[config.mk]
export PLATFORM = sky130hd
export DESIGN_NAME = brc_top
export DESIGN_NICKNAME = d
export VERILOG_FILES = /design/src/hw/brc_pkg.sv /design/src/hw/brc_channel.sv /design/src/hw/brc_top.sv
export SDC_FILE = /design/constraint.sdc
export NUM_CORES = 1
export LEC_CHECK = 0
export ABC_AREA = 0
export BUFFER_PORTS_ARGS = -buffer_cell sky130_fd_sc_hd__clkbuf_2
export CORE_MARGIN = 1
export CORE_UTILIZATION = 58
export DETAILED_ROUTE_END_ITERATION = 8
export GPL_TIMING_DRIVEN = 1
export MAX_ROUTING_LAYER = met4
export PLACE_DENSITY = 0.81
export SYNTH_ARGS = -nofsm -noshare
export SYNTH_HDL_FRONTEND = slang
export SYNTH_HIERARCHICAL = 1
export SYNTH_SLANG_ARGS = --single-unit
[constraint.sdc]
create_clock -name clk -period 4.35 [get_ports clk]
set_input_delay 0.435 -clock clk [delete_from_list [all_inputs] [get_ports clk]]
set_output_delay 0.435 -clock clk [all_outputs]
set_load 0.1 [all_outputs]
[src/hw/brc_pkg.sv]
// constants, types and field layout of the buck regulator control block
// assumes a single 250 MHz clock domain and an avalon-mm register master
package brc_pkg;
    // register byte offsets
    localparam logic [7:0] REG_RUN_SP    = 8'h00; // run set points, one byte each buck
    localparam logic [7:0] REG_STBY_SP   = 8'h04; // standby set points
    localparam logic [7:0] REG_MODE      = 8'h08; // run/stby mode fields
    localparam logic [7:0] REG_CFG       = 8'h0C; // limit, phase, termination enable
    localparam logic [7:0] REG_IRQ       = 8'h10; // sticky irq, mask (write one clears)
    localparam logic [7:0] REG_STATUS    = 8'h14; // active set point and control state
    localparam logic [7:0] REG_OTP       = 8'h18; // otp fields, read only
    // field positions in REG_CFG and REG_IRQ
    localparam int CFG_ILIM0  = 0;
    localparam int CFG_ILIM1  = 2;
    localparam int CFG_PHS0   = 4;
    localparam int CFG_PHS1   = 8;
    localparam int CFG_TERM   = 12;
    localparam int IRQ_MASK0  = 8;
    // codes
    localparam logic [7:0] SP_MAX_LINEAR = 8'hB0; // 1.50000 V
    localparam logic [7:0] SP_HIGH       = 8'hB1; // 1.80000 V
    localparam logic [1:0] MODE_OFF      = 2'h0;
    localparam logic [1:0] MODE_PWM      = 2'h1;
    localparam logic [1:0] MODE_PFM      = 2'h2;
    localparam logic [1:0] MODE_SKIP     = 2'h3;
    localparam logic [2:0] PHASE_RESET   = 3'h7;  // zero degrees
    localparam logic [1:0] ILIM_RESET    = 2'h0;
    localparam logic [1:0] CONFIG_SINGLE = 2'h0;
    localparam logic [1:0] CONFIG_DUAL   = 2'h1;
    // ramp step timing: one 6.25 mV step per this many ns
    localparam int RAMP_STEP_NS     = 400;
    localparam int CLK_PERIOD_NS    = 4;
    localparam int RAMP_STEP_CYCLES = (RAMP_STEP_NS + CLK_PERIOD_NS - 1) / CLK_PERIOD_NS;
    localparam int OFF_GAP_NS       = 1000;   // off time on a 1.8 V crossing
    localparam int OFF_GAP_CYCLES   = (OFF_GAP_NS + CLK_PERIOD_NS - 1) / CLK_PERIOD_NS;
    // per-regulator ramp states
    typedef enum logic [2:0] {BRC_OFF, BRC_RAMP, BRC_HOLD, BRC_GAP, BRC_TRACK} brc_rstate_t;
endpackage

[src/hw/brc_channel.sv]
// one buck regulator set point sequencer: ramps, 1.8 V off gap, tracking
// assumes target and enable come from logic on the same clock
`timescale 1ns/10ps
module brc_channel
    import brc_pkg::*;
#(
    parameter int STEP_CYCLES = RAMP_STEP_CYCLES,
    parameter int GAP_CYCLES  = OFF_GAP_CYCLES
)(
    // clock and reset
    input  wire logic       clk,
    input  wire logic       reset,
    // control
    input  wire logic       enable,      // regulator mode not off
    input  wire logic [7:0] target,      // selected valid set point code
    input  wire logic       no_ramp,     // jump straight to target
    input  wire logic       track_req,   // follow the first buck once settled
    // state
    output logic [7:0]      level,       // reference code now applied
    output logic            on,          // power stage running
    output logic            settled,     // level reached target; stays set while ramping on from hold
    output logic            tracking     // reference taken from first buck
);
    typedef struct packed {
        brc_rstate_t st;
        logic [7:0]  lvl;
        logic [15:0] cnt;
    } brc_ch_t;
    brc_ch_t s_q, s_d;   // full channel state

    // ramp toward target one code per step; 1.8 V crossings go through the gap
    always_comb
    begin
        s_d = s_q;
        case (s_q.st)
            BRC_OFF:
            begin
                s_d.cnt = '0;
                if (enable)
                begin
                    s_d.lvl = (target == SP_HIGH || no_ramp) ? target : 8'h00;
                    s_d.st  = BRC_RAMP;
                end
            end
            BRC_RAMP, BRC_HOLD:
            begin
                if (!enable)
                    s_d.st = BRC_OFF;
                else if ((target == SP_HIGH) != (s_q.lvl == SP_HIGH))
                begin
                    s_d.st  = BRC_GAP;
                    s_d.cnt = '0;
                end
                else if (s_q.lvl == target)
                    s_d.st = track_req ? BRC_TRACK : BRC_HOLD;
                else if (no_ramp)
                    s_d.lvl = target;
                else if (s_q.cnt == 16'(STEP_CYCLES - 1))
                begin
                    s_d.cnt = '0;
                    s_d.lvl = (s_q.lvl < target) ? s_q.lvl + 8'h01 : s_q.lvl - 8'h01;
                end
                else
                    s_d.cnt = s_q.cnt + 16'h0001;
            end
            BRC_GAP:
            begin
                if (!enable)
                    s_d.st = BRC_OFF;
                else if (s_q.cnt == 16'(GAP_CYCLES - 1))
                begin
                    s_d.lvl = target;
                    s_d.st  = BRC_RAMP;
                    s_d.cnt = '0;
                end
                else
                    s_d.cnt = s_q.cnt + 16'h0001;
            end
            BRC_TRACK:
            begin
                s_d.lvl = target;
                if (!enable)
                    s_d.st = BRC_OFF;
                else if (!track_req)
                    s_d.st = BRC_HOLD;
            end
            default:
                s_d.st = BRC_OFF;
        endcase
        if (reset)
        begin
            s_d.st  = BRC_OFF;
            s_d.lvl = '0;
            s_d.cnt = '0;
        end
    end

    // register the channel state
    always_ff @(posedge clk)
        s_q <= s_d;

    assign level    = s_q.lvl;
    assign on       = (s_q.st != BRC_OFF) && (s_q.st != BRC_GAP);
    assign settled  = (s_q.st == BRC_HOLD) || (s_q.st == BRC_TRACK);
    assign tracking = (s_q.st == BRC_TRACK);
endmodule

[src/hw/brc_top.sv]
// buck regulator control: registers, mode control, termination mode, irq
// assumes avalon-mm master on clk; otp and sequencing straps are static pins
`timescale 1ns/10ps
module brc_top
    import brc_pkg::*;
#(
    parameter int STEP_CYCLES = RAMP_STEP_CYCLES,
    parameter int GAP_CYCLES  = OFF_GAP_CYCLES
)(
    // clock and reset
    input  wire logic        clk,
    input  wire logic        reset,
    // avalon-mm slave
    input  wire logic [7:0]  avs_address,
    input  wire logic        avs_read,
    input  wire logic        avs_write,
    input  wire logic [31:0] avs_writedata,
    input  wire logic [3:0]  avs_byteenable,
    output logic [31:0]      avs_readdata,
    output logic             avs_waitrequest,
    // otp and sequencing inputs (pins)
    input  wire logic [15:0] otp_voltage_default,      // byte per buck
    input  wire logic [3:0]  otp_inductor_sel,         // two bits per buck
    input  wire logic        otp_termination_pulldown,
    input  wire logic [1:0]  otp_phase_config,
    input  wire logic [1:0]  in_power_up_seq,          // buck is in the sequence
    input  wire logic        same_slot,                // second buck starts with first
    input  wire logic        standby_req,              // system standby state
    // regulator controls
    output logic [7:0]       first_buck_ref,
    output logic [7:0]       second_buck_ref,
    output logic [3:0]       regulator_mode_sel,      // two bits per buck
    output logic [1:0]       buck_on,
    output logic [1:0]       buck_pulldown,
    output logic             second_track_first,
    output logic             dual_phase,
    output logic [3:0]       current_limit_sel,
    output logic [5:0]       switching_phase_sel,
    output logic             irq_pin_n
);
    typedef struct packed {
        logic [1:0][7:0] run_sp;       // run_setpoint per buck
        logic [1:0][7:0] stby_sp;      // standby_setpoint per buck
        logic [1:0][1:0] run_mode;     // run_state_mode_sel
        logic [1:0][1:0] stby_mode;    // standby_state_mode_sel
        logic [1:0][1:0] ilim;         // current_limit_sel
        logic [1:0][2:0] phase;        // switching_phase_sel
        logic            term_en;      // termination_mode_en
        logic [1:0]      irq;          // mode_change_irq, sticky
        logic [1:0]      mask;         // irq mask
        logic [1:0][1:0] mode_prev;    // last applied mode
        logic            loaded;       // otp defaults taken
        logic            ack;          // bus answer this cycle
        logic [31:0]     rdata;
        logic [1:0]      stby_m, stby_s; // standby synchroniser
        logic [1:0][1:0] out_mode;
        logic [1:0][7:0] out_ref;
        logic [1:0]      out_on, out_pd;
        logic            out_trk, out_irq_n, out_dual;
    } brc_state_t;
    brc_state_t r_q, r_d;

    logic [1:0][7:0] lvl;      // channel levels
    logic [1:0]      ch_on;    // channel running
    logic [1:0]      ch_set;   // channel settled
    logic [1:0]      ch_trk;   // channel tracking
    logic [1:0][7:0] tgt;      // selected targets
    logic [1:0]      en;       // channel enables
    logic            dual;     // dual phase strap

    assign dual = (otp_phase_config == CONFIG_DUAL);
    // state selects set point and mode; dual phase runs both from the first's registers
    always_comb
    begin
        for (int i = 0; i < 2; i++)
        begin
            int j;
            j = dual ? 0 : i;
            tgt[i] = r_q.stby_s[1] ? r_q.stby_sp[j] : r_q.run_sp[j];
            en[i]  = (r_q.stby_s[1] ? r_q.stby_mode[j] : r_q.run_mode[j]) != MODE_OFF;
        end
    end

    // sequencers; the second one jumps (no ramping) in tracking mode with same_slot while the first runs
    brc_channel #(.STEP_CYCLES(STEP_CYCLES), .GAP_CYCLES(GAP_CYCLES)) u_first
    (
        .clk       (clk),
        .reset     (reset),
        .enable    (en[0] && r_q.loaded),
        .target    (tgt[0]),
        .no_ramp   (1'b0),
        .track_req (1'b0),
        .level     (lvl[0]),
        .on        (ch_on[0]),
        .settled   (ch_set[0]),
        .tracking  (ch_trk[0])
    );
    brc_channel #(.STEP_CYCLES(STEP_CYCLES), .GAP_CYCLES(GAP_CYCLES)) u_second
    (
        .clk       (clk),
        .reset     (reset),
        // stays enabled while the first is off, so tracking survives the discharge
        .enable    (en[1] && r_q.loaded),
        .target    (tgt[1]),
        .no_ramp   (r_q.term_en && same_slot && ch_on[0]),
        .track_req (r_q.term_en && !dual),
        .level     (lvl[1]),
        .on        (ch_on[1]),
        .settled   (ch_set[1]),
        .tracking  (ch_trk[1])
    );

    // registers, bus, interrupt and output staging
    always_comb
    begin
        logic [1:0][1:0] cur_mode;
        logic [31:0]     wd;
        logic            hit;
        cur_mode = '0;
        wd       = avs_writedata;
        hit      = 1'b0;
        r_d      = r_q;
        r_d.ack  = 1'b0;
        r_d.stby_m = {r_q.stby_m[0], standby_req};
        r_d.stby_s = {r_q.stby_s[0], r_q.stby_m[1]};
        // otp defaults once after reset release
        if (!r_q.loaded)
        begin
            r_d.loaded = 1'b1;
            for (int i = 0; i < 2; i++)
            begin
                r_d.run_sp[i]    = otp_voltage_default[i*8 +: 8];
                r_d.stby_sp[i]   = otp_voltage_default[i*8 +: 8];
                r_d.run_mode[i]  = in_power_up_seq[i] ? MODE_SKIP : MODE_OFF;
                r_d.stby_mode[i] = in_power_up_seq[i] ? MODE_SKIP : MODE_OFF;
            end
        end
        // one wait cycle then acknowledge
        if ((avs_read || avs_write) && !r_q.ack)
        begin
            r_d.ack = 1'b1;
            hit = 1'b1;
        end
        if (hit && avs_write)
        begin
            case (avs_address)
                REG_RUN_SP, REG_STBY_SP:
                    for (int i = 0; i < 2; i++)
                        if (avs_byteenable[i] && wd[i*8 +: 8] <= SP_HIGH)
                        begin
                            if (avs_address == REG_RUN_SP)
                                r_d.run_sp[i] = wd[i*8 +: 8];
                            else
                                r_d.stby_sp[i] = wd[i*8 +: 8];
                        end
                REG_MODE:
                    if (avs_byteenable[0])
                    begin
                        r_d.run_mode  = wd[3:0];
                        r_d.stby_mode = wd[7:4];
                    end
                REG_CFG:
                begin
                    if (avs_byteenable[0])
                    begin
                        r_d.ilim     = {wd[CFG_ILIM1 +: 2], wd[CFG_ILIM0 +: 2]};
                        r_d.phase[0] = wd[CFG_PHS0 +: 3];
                    end
                    if (avs_byteenable[1])
                    begin
                        r_d.phase[1] = wd[CFG_PHS1 +: 3];
                        r_d.term_en  = wd[CFG_TERM];
                    end
                end
                REG_IRQ:
                begin
                    if (avs_byteenable[0])
                        r_d.irq = r_q.irq & ~wd[1:0];
                    if (avs_byteenable[1])
                        r_d.mask = wd[IRQ_MASK0 +: 2];
                end
                default: ;
            endcase
        end
        if (hit && avs_read)
        begin
            case (avs_address)
                REG_RUN_SP:  r_d.rdata = {16'h0000, r_q.run_sp};
                REG_STBY_SP: r_d.rdata = {16'h0000, r_q.stby_sp};
                REG_MODE:    r_d.rdata = {24'h000000, r_q.stby_mode, r_q.run_mode};
                REG_CFG:     r_d.rdata = {19'h00000, r_q.term_en, 1'b0, r_q.phase[1],
                                          1'b0, r_q.phase[0], r_q.ilim};
                REG_IRQ:     r_d.rdata = {22'h000000, r_q.mask, 6'h00, r_q.irq};
                REG_STATUS:  r_d.rdata = {10'h000, ch_trk[1], r_q.stby_s[1], ch_set, ch_on,
                                          lvl};
                REG_OTP:     r_d.rdata = {16'h0000, otp_termination_pulldown,
                                          9'h000, otp_phase_config, otp_inductor_sel};
                default:     r_d.rdata = 32'h00000000;
            endcase
        end
        // applied mode per buck; change sets sticky irq, set wins over clear
        for (int i = 0; i < 2; i++)
        begin
            cur_mode[i] = (r_q.stby_s[1] ? r_q.stby_mode[dual ? 0 : i]
                                         : r_q.run_mode[dual ? 0 : i]);
            if (!r_q.loaded)
                cur_mode[i] = MODE_OFF;
            if (r_q.loaded && cur_mode[i] != r_q.mode_prev[i])
                r_d.irq[i] = 1'b1;
        end
        r_d.mode_prev = cur_mode;
        r_d.out_irq_n = !(|(r_d.irq & ~r_d.mask));
        // outputs: applied mode codes go to the pins unchanged
        r_d.out_mode = cur_mode;
        r_d.out_ref  = lvl;
        r_d.out_on   = ch_on;
        r_d.out_trk  = ch_trk[1];
        r_d.out_dual = dual;
        // first off in termination mode discharges both; second alone follows otp
        r_d.out_pd[0] = !ch_on[0];
        if (r_q.term_en && !ch_on[0])
        begin
            // both rails discharge together; the second power stage is held off
            r_d.out_pd[1] = 1'b1;
            r_d.out_on[1] = 1'b0;
        end
        else
            r_d.out_pd[1] = !ch_on[1] && (otp_termination_pulldown || !r_q.term_en);
        if (reset)
        begin
            r_d = '0;
            r_d.phase     = {PHASE_RESET, PHASE_RESET};
            r_d.ilim      = {ILIM_RESET, ILIM_RESET};
            r_d.out_irq_n = 1'b1;
            r_d.stby_m    = '0;
        end
    end

    // register everything
    always_ff @(posedge clk)
        r_q <= r_d;

    assign avs_readdata       = r_q.rdata;
    assign avs_waitrequest    = !r_q.ack;
    assign first_buck_ref     = r_q.out_ref[0];
    assign second_buck_ref    = r_q.out_ref[1];
    assign regulator_mode_sel = r_q.out_mode;
    assign buck_on            = r_q.out_on;
    assign buck_pulldown      = r_q.out_pd;
    assign second_track_first = r_q.out_trk;
    assign dual_phase         = r_q.out_dual;
    assign current_limit_sel  = r_q.ilim;
    assign switching_phase_sel = r_q.phase;
    assign irq_pin_n          = r_q.out_irq_n;
endmodule
# Word level (Yosys, flattened, before mapping)
# Index checks and enable logic that the tools add are counted.
[op_classes]
eq_ne = 53
mux = 94
reduce_logical = 51
multipliers = 0
bitwise = 4
addsub = 6
n_lt_le_gt_ge = 5
n_div = 0
shift = 0
[ops]
columns = ["op", "count"]
rows = [
  ["8-bit two-way mux", 27],
  ["22-bit case mux with 7 select lines", 1],
  ["24-bit two-way mux", 6],
  ["16-bit two-way mux", 7],
  ["16-bit case mux with 3 select lines", 2],
  ["65-bit two-way mux", 1],
  ["32-bit two-way mux", 2],
  ["8-bit case mux with 4 select lines", 2],
  ["11-bit two-way mux", 5],
  ["55-bit two-way mux", 1],
  ["40-bit two-way mux", 1],
  ["3-bit two-way mux", 13],
  ["16-bit by 1-bit adder with 16-bit output (second input constant)", 2],
  ["16-bit by 7-bit equality test with 1-bit output (second input constant)", 2],
  ["16-bit by 8-bit equality test with 1-bit output (second input constant)", 2],
  ["8-bit equality test (second input constant)", 4],
  ["2-bit two-way mux", 15],
  ["8-bit by 5-bit equality test with 1-bit output (second input constant)", 3],
  ["3-bit case mux with 4 select lines", 2],
  ["2-bit by 1-bit inequality test with 1-bit output (second input constant)", 9],
  ["8-bit by 1-bit adder with 8-bit output (second input constant)", 2],
  ["8-bit by 4-bit equality test with 1-bit output (second input constant)", 2],
  ["8-bit equality test", 2],
  ["8-bit less-or-equal comparator (second input constant)", 2],
  ["other kinds (32)", 98],
]
[word_totals]
register_bits = 174
input_bits = 75
out_inout_bits = 70
romBits = 0
wordCells = 249
latch_bits = 0
mem_bits_rw = 0
n_memories = 0

# Logic depth before layout (Yosys ltp)
[depth]
ltp_word = 14
depth_mapped = 20
depth_no_buf = 17

# Cells and area by module
# Netlist, hierarchy kept.
[by_module_without_submodules]
columns = ["module", "n_inst", "seq_area_each_um2", "cells_per_inst", "area_each_um2"]
rows = [
  ["brc_top", 1, 2202.1, 632, 5659.2],
  ["brc_channel", 2, 540.5, 262, 2170.8],
]

# Worst setup path after synthesis
# OpenSTA, ideal clock, no wires.
[synth_timing]
kind = "register to register"
startpoint = "register r_q[28] (netlist bit)"
endpoint = "register u_second.s_q, in the netlist u_second/level[7]"
t_arrival_ns = 3.900
path_slack_ns = 0.359
path_buffers = 3
t_required_ns = 4.259
synth_period_minus_slack_ns = 3.991
setup_ns = 0.091
path_stages_with_launch = 19
path_cell_list = "dfxtp_1 -> clkbuf_1 -> clkbuf_1 -> clkbuf_1 -> mux2i_1 -> o21ai_0 -> inv_1 -> ha_1 -> o21ai_0 -> a21oi_1 -> o21ai_0 -> nand2b_1 -> ha_1 -> a211oi_1 -> o21bai_1 -> nor3_1 -> o21bai_1 -> or3_1 -> a311oi_1"
[synth_lines]
columns = ["element", "line_no", "rtl"]
rows = [
  ["from (decl)", "brc_top.sv:61", "brc_state_t r_q, r_d;"],
  ["from (signal assigned)", "brc_top.sv:241", "r_q <= r_d;"],
  ["to (signal assigned)", "brc_channel.sv:100", "s_q <= s_d;"],
  ["to (decl)", "brc_channel.sv:29", "brc_ch_t s_q, s_d;"],
]

==> results.yml <==
outcome:
  status: "finished, final reports clean"
timing:
  slew_headroom_pct: 28.73
  period_minus_slack_ns: 4.022
  finalHoldViolations: 0
  setup_viol: 0
  rsz0062_at_grt: "no"
  finalMaxSlewViolations: 0
  finClkSkew_ns: 0.01285
  max_freq_mhz: 248.6
  tns_ns: 0
  tightest_slew_ns: 1.065
  setup_slack_ns: 0.3278
  holdWs_ns: 0.2497
  period_share_pct: 92.46
critical_path:
  timing.rr.start: "r_q[28]$_SDFF_PP0_"
  max_stage_delay_ns: 0.39
  crit_chain: "buf_4 > buf_4 > mux2i_1 > o21ai_0 > inv_1 > ha_1 > a21oi_1 > o21ai_0 > nand2b_1 > ha_1 > a211oi_1 > o21bai_1 > nor3_1 > o21bai_1 > or3_1 > a311oi_1"
  critPathSlowestCell: "nand2b_1"
  crit_path_end_kind: "flip-flop"
  cp_num_buf_inv: 3
  r2r_end: "u_second/level[7]$_SDFFE_PP0P_"
  regToRegSetupSlack_ns: 0.33
  worstPathMaxFanout: 16
  crit_type: "flip-flop to flip-flop"
  required_ns: 4.68
  crit_path_start_kind: "flip-flop"
  ff2ff_path_depth: 16
  arrival_ns: 4.35
  crit_family: "compound AO/OA/AOI/OAI gates"
clock_tree:
  cts_root_buf: "clkbuf_16"
  cts_tree: "built"
  cts_buffers: 17
  post-cts-setup-buffer-count: 0
  cts_resized: 0
  clk_pin_slew_ns: 0.07
  htree_levels: 4
  cts_buffer_depth: 2
  clock_insertion_delay_worst_skew_ns: 0.43
  hold_buffers: 0
  cts.sinks: 164
floorplanning:
  num_io_pins: 145
  dieHeight_um: 133.3
  rows: 47
  core_mm2: 0.01670
  die-area_mm2: 0.01777
  die_w_um: 133.3
  initial_utilization_pct: 59.88
detailed_routing:
  antenna_left: 0
  dr.pass1.iters: 6
  drt_wl_total_um: 25630
  vias: 8800
  route.detailed.drc: 0
  dr.first_iter.drc_count: 865
  avgViaCountPerCell: 6.210
  wl_per_cell_um: 18.09
cells_and_area:
  instances_no_fill: 1417
  nets: 1293
  insertedDiodeCount: 0
  layout-drive-gt1-share_pct: 19.63
  syn2layout_area_growth_pct: 7.394
logic_synthesis:
  synth.largest_area_cell: "dfxtp_1"
  synth_top_area_share_pct: 32.83
  avgSynthCellArea_um2: 8.651
  syn_inst: 1156
  yosys_warnings: 6
  syn-cell-area_mm2: 0.01000
  yosysSeqAreaShare_pct: 32.83
  ys.flop_type: "dfxtp_1"
  synth-async-reset-ratio_pct: 0
  synth_seq_cells: 164
  ys_types: 82
  ys_top_cells_by_area: "dfxtp_1 33%, buf_4 6.4%, nor2_1 4.5%"
  synth_edf_count: 0
global_routing:
  grt_pass1_wl_um: 40600
  antenna_found_initial: 1
  grtUsageTotal_pct: 29.46
  grt_pass1_vias: 7971
  grt_max_degree: 59
  gr-total-overflow: 0
job:
  cap_viol_max_count: 0
placement:
  dp_slack_ns: 0.4183
  dp.cells: 1385
  routabilityCongestion: 0.9562
  port-buffer-count: 116
  dp.final_hpwl_um: 18180
min_path:
  min_from: "standby_req"
  hold_depth: 2
  min_to: "r_q[29]$_SDFF_PP0_"
  hold_class: "input port to flip-flop"
pwr:
  p_total_w: 0.004788
  ir_drop_uv: 299.5
  powerDensity_mw_per_mm2: 445.8
  power.leakage_nw: 4.195
[cells by family after synthesis]
| logic type | Yosys count | synth area share, % |
|---|---|---|
| and+or+nand+nor | 383 | 20.84 |
| AOI/OAI and AO/OA | 312 | 23.01 |
| buffers and inverters | 174 | 10.21 |
| DFF | 164 | 32.83 |
| muxes | 52 | 5.517 |
| xor gates and xnor gates | 36 | 3.153 |
| adders and majority gates | 34 | 4.404 |
| other | 1 | 0.03750 |
[where the power goes]
group	internal (W)	leakage, nW	total [W]	switching (W)
registers	0.00160	1.34	0.00175	0.000144
logic	0.000530	2.56	0.00154	0.00101
clock network	0.000788	0.293	0.00150	0.000711
total	0.00292	4.19	0.00479	0.00187
[cell type report]
cell class,instances,area (um^2)
Clock inverter,14,152.6
Tap cell,220,275.3
Timing Repair Buffer,129,680.7
Fill cell,1376,5961
Sequential cell,164,3284
Multi-Input combinational cell,837,5777
Inverter,35,131.4
Clock buffer,18,439.2
[layer usage]
layer | vias up | global-route usage [%] | wire length [um]
met4 | 0 | 13.19 | 826
met1 | 4125 | 37.54 | 11080
li1 | 4155 | - | -
met5 | - | - | 0
met3 | 72 | 5.860 | 2079
met2 | 448 | 45.08 | 11650
[worst max path at each step]
stage | startpoint | endpoint | slack, ns | cells past startpoint
2_1_floorplan | r_q[28]$_SDFF_PP0_ | u_second/level[7]$_SDFFE_PP0P_ | 0.36 | 18
3_3_place_gp | otp_phase_config[0] | u_second/level[7]$_SDFFE_PP0P_ | 0.55 | 16
3_5_place_dp | otp_phase_config[0] | u_second/level[7]$_SDFFE_PP0P_ | 0.42 | 16
4_1_cts | r_q[28]$_SDFF_PP0_ | u_second/level[7]$_SDFFE_PP0P_ | 0.45 | 16
5_1_grt | r_q[28]$_SDFF_PP0_ | u_second/level[7]$_SDFFE_PP0P_ | 0.01 | 16
6_report | r_q[28]$_SDFF_PP0_ | u_second/level[7]$_SDFFE_PP0P_ | 0.33 | 16
[cells in the final DEF, fill, tap and decap left out, types with 12 or more instances in the layout]
master and count:
clkbuf_16 17, nor2_1 120, xnor2_1 16, a21o_1 12
a211oi_1 38, nand3_1 30, a21oi_1 85, nand2_1 68
dfxtp_1 163, ha_1 32, a22oi_1 22, a211oi_2 20
and2_1 12, conb_1 20, o21ai_0 47, clkbuf_2 115
xor2_1 20, nand4_1 16, buf_4 14, mux2_2 15
mux2i_1 36, nor2b_1 48, inv_1 35
[cells in the mapped netlist (all sizes together), types with 15 or more instances]
master / instances
nor2b: 48
o21ai: 49
xor2: 20
a21oi: 85
dfxtp: 164
nand3: 30
a22oi: 22
mux2: 15
nand2: 68
buf: 103
nand4: 19
nor2: 120
a211oi: 58
inv: 35
clkbuf: 36
xnor2: 16
mux2i: 36
ha: 32
[stage by stage]
stage | util [%] | instance area (um^2)
3_5_place_dp | 60.77 | 10150
6_report | 64.31 | 10740
2_1_floorplan | - | 10070
3_3_place_gp | 60.77 | 10150
4_1_cts | 64.31 | 10740
5_1_grt | 64.31 | 10740
[flip-flops by register name, summed over array words and instances, names as in the netlist]
| register | flops |
|---|---|
| dual_phase | 1 |
| u_first/level | 8 |
| current_limit_sel | 4 |
| u_second/level | 8 |
| buck_pulldown | 2 |
| irq_pin_n | 1 |
| second_buck_ref | 8 |
| buck_on | 2 |
| switching_phase_sel | 6 |
| u_second/s_q | 19 |
| r_q | 55 |
| first_buck_ref | 8 |
| second_track_first | 1 |
| avs_readdata | 22 |
| u_first/s_q | 19 |
No activity file was read; power rests on OpenSTA's default activity.
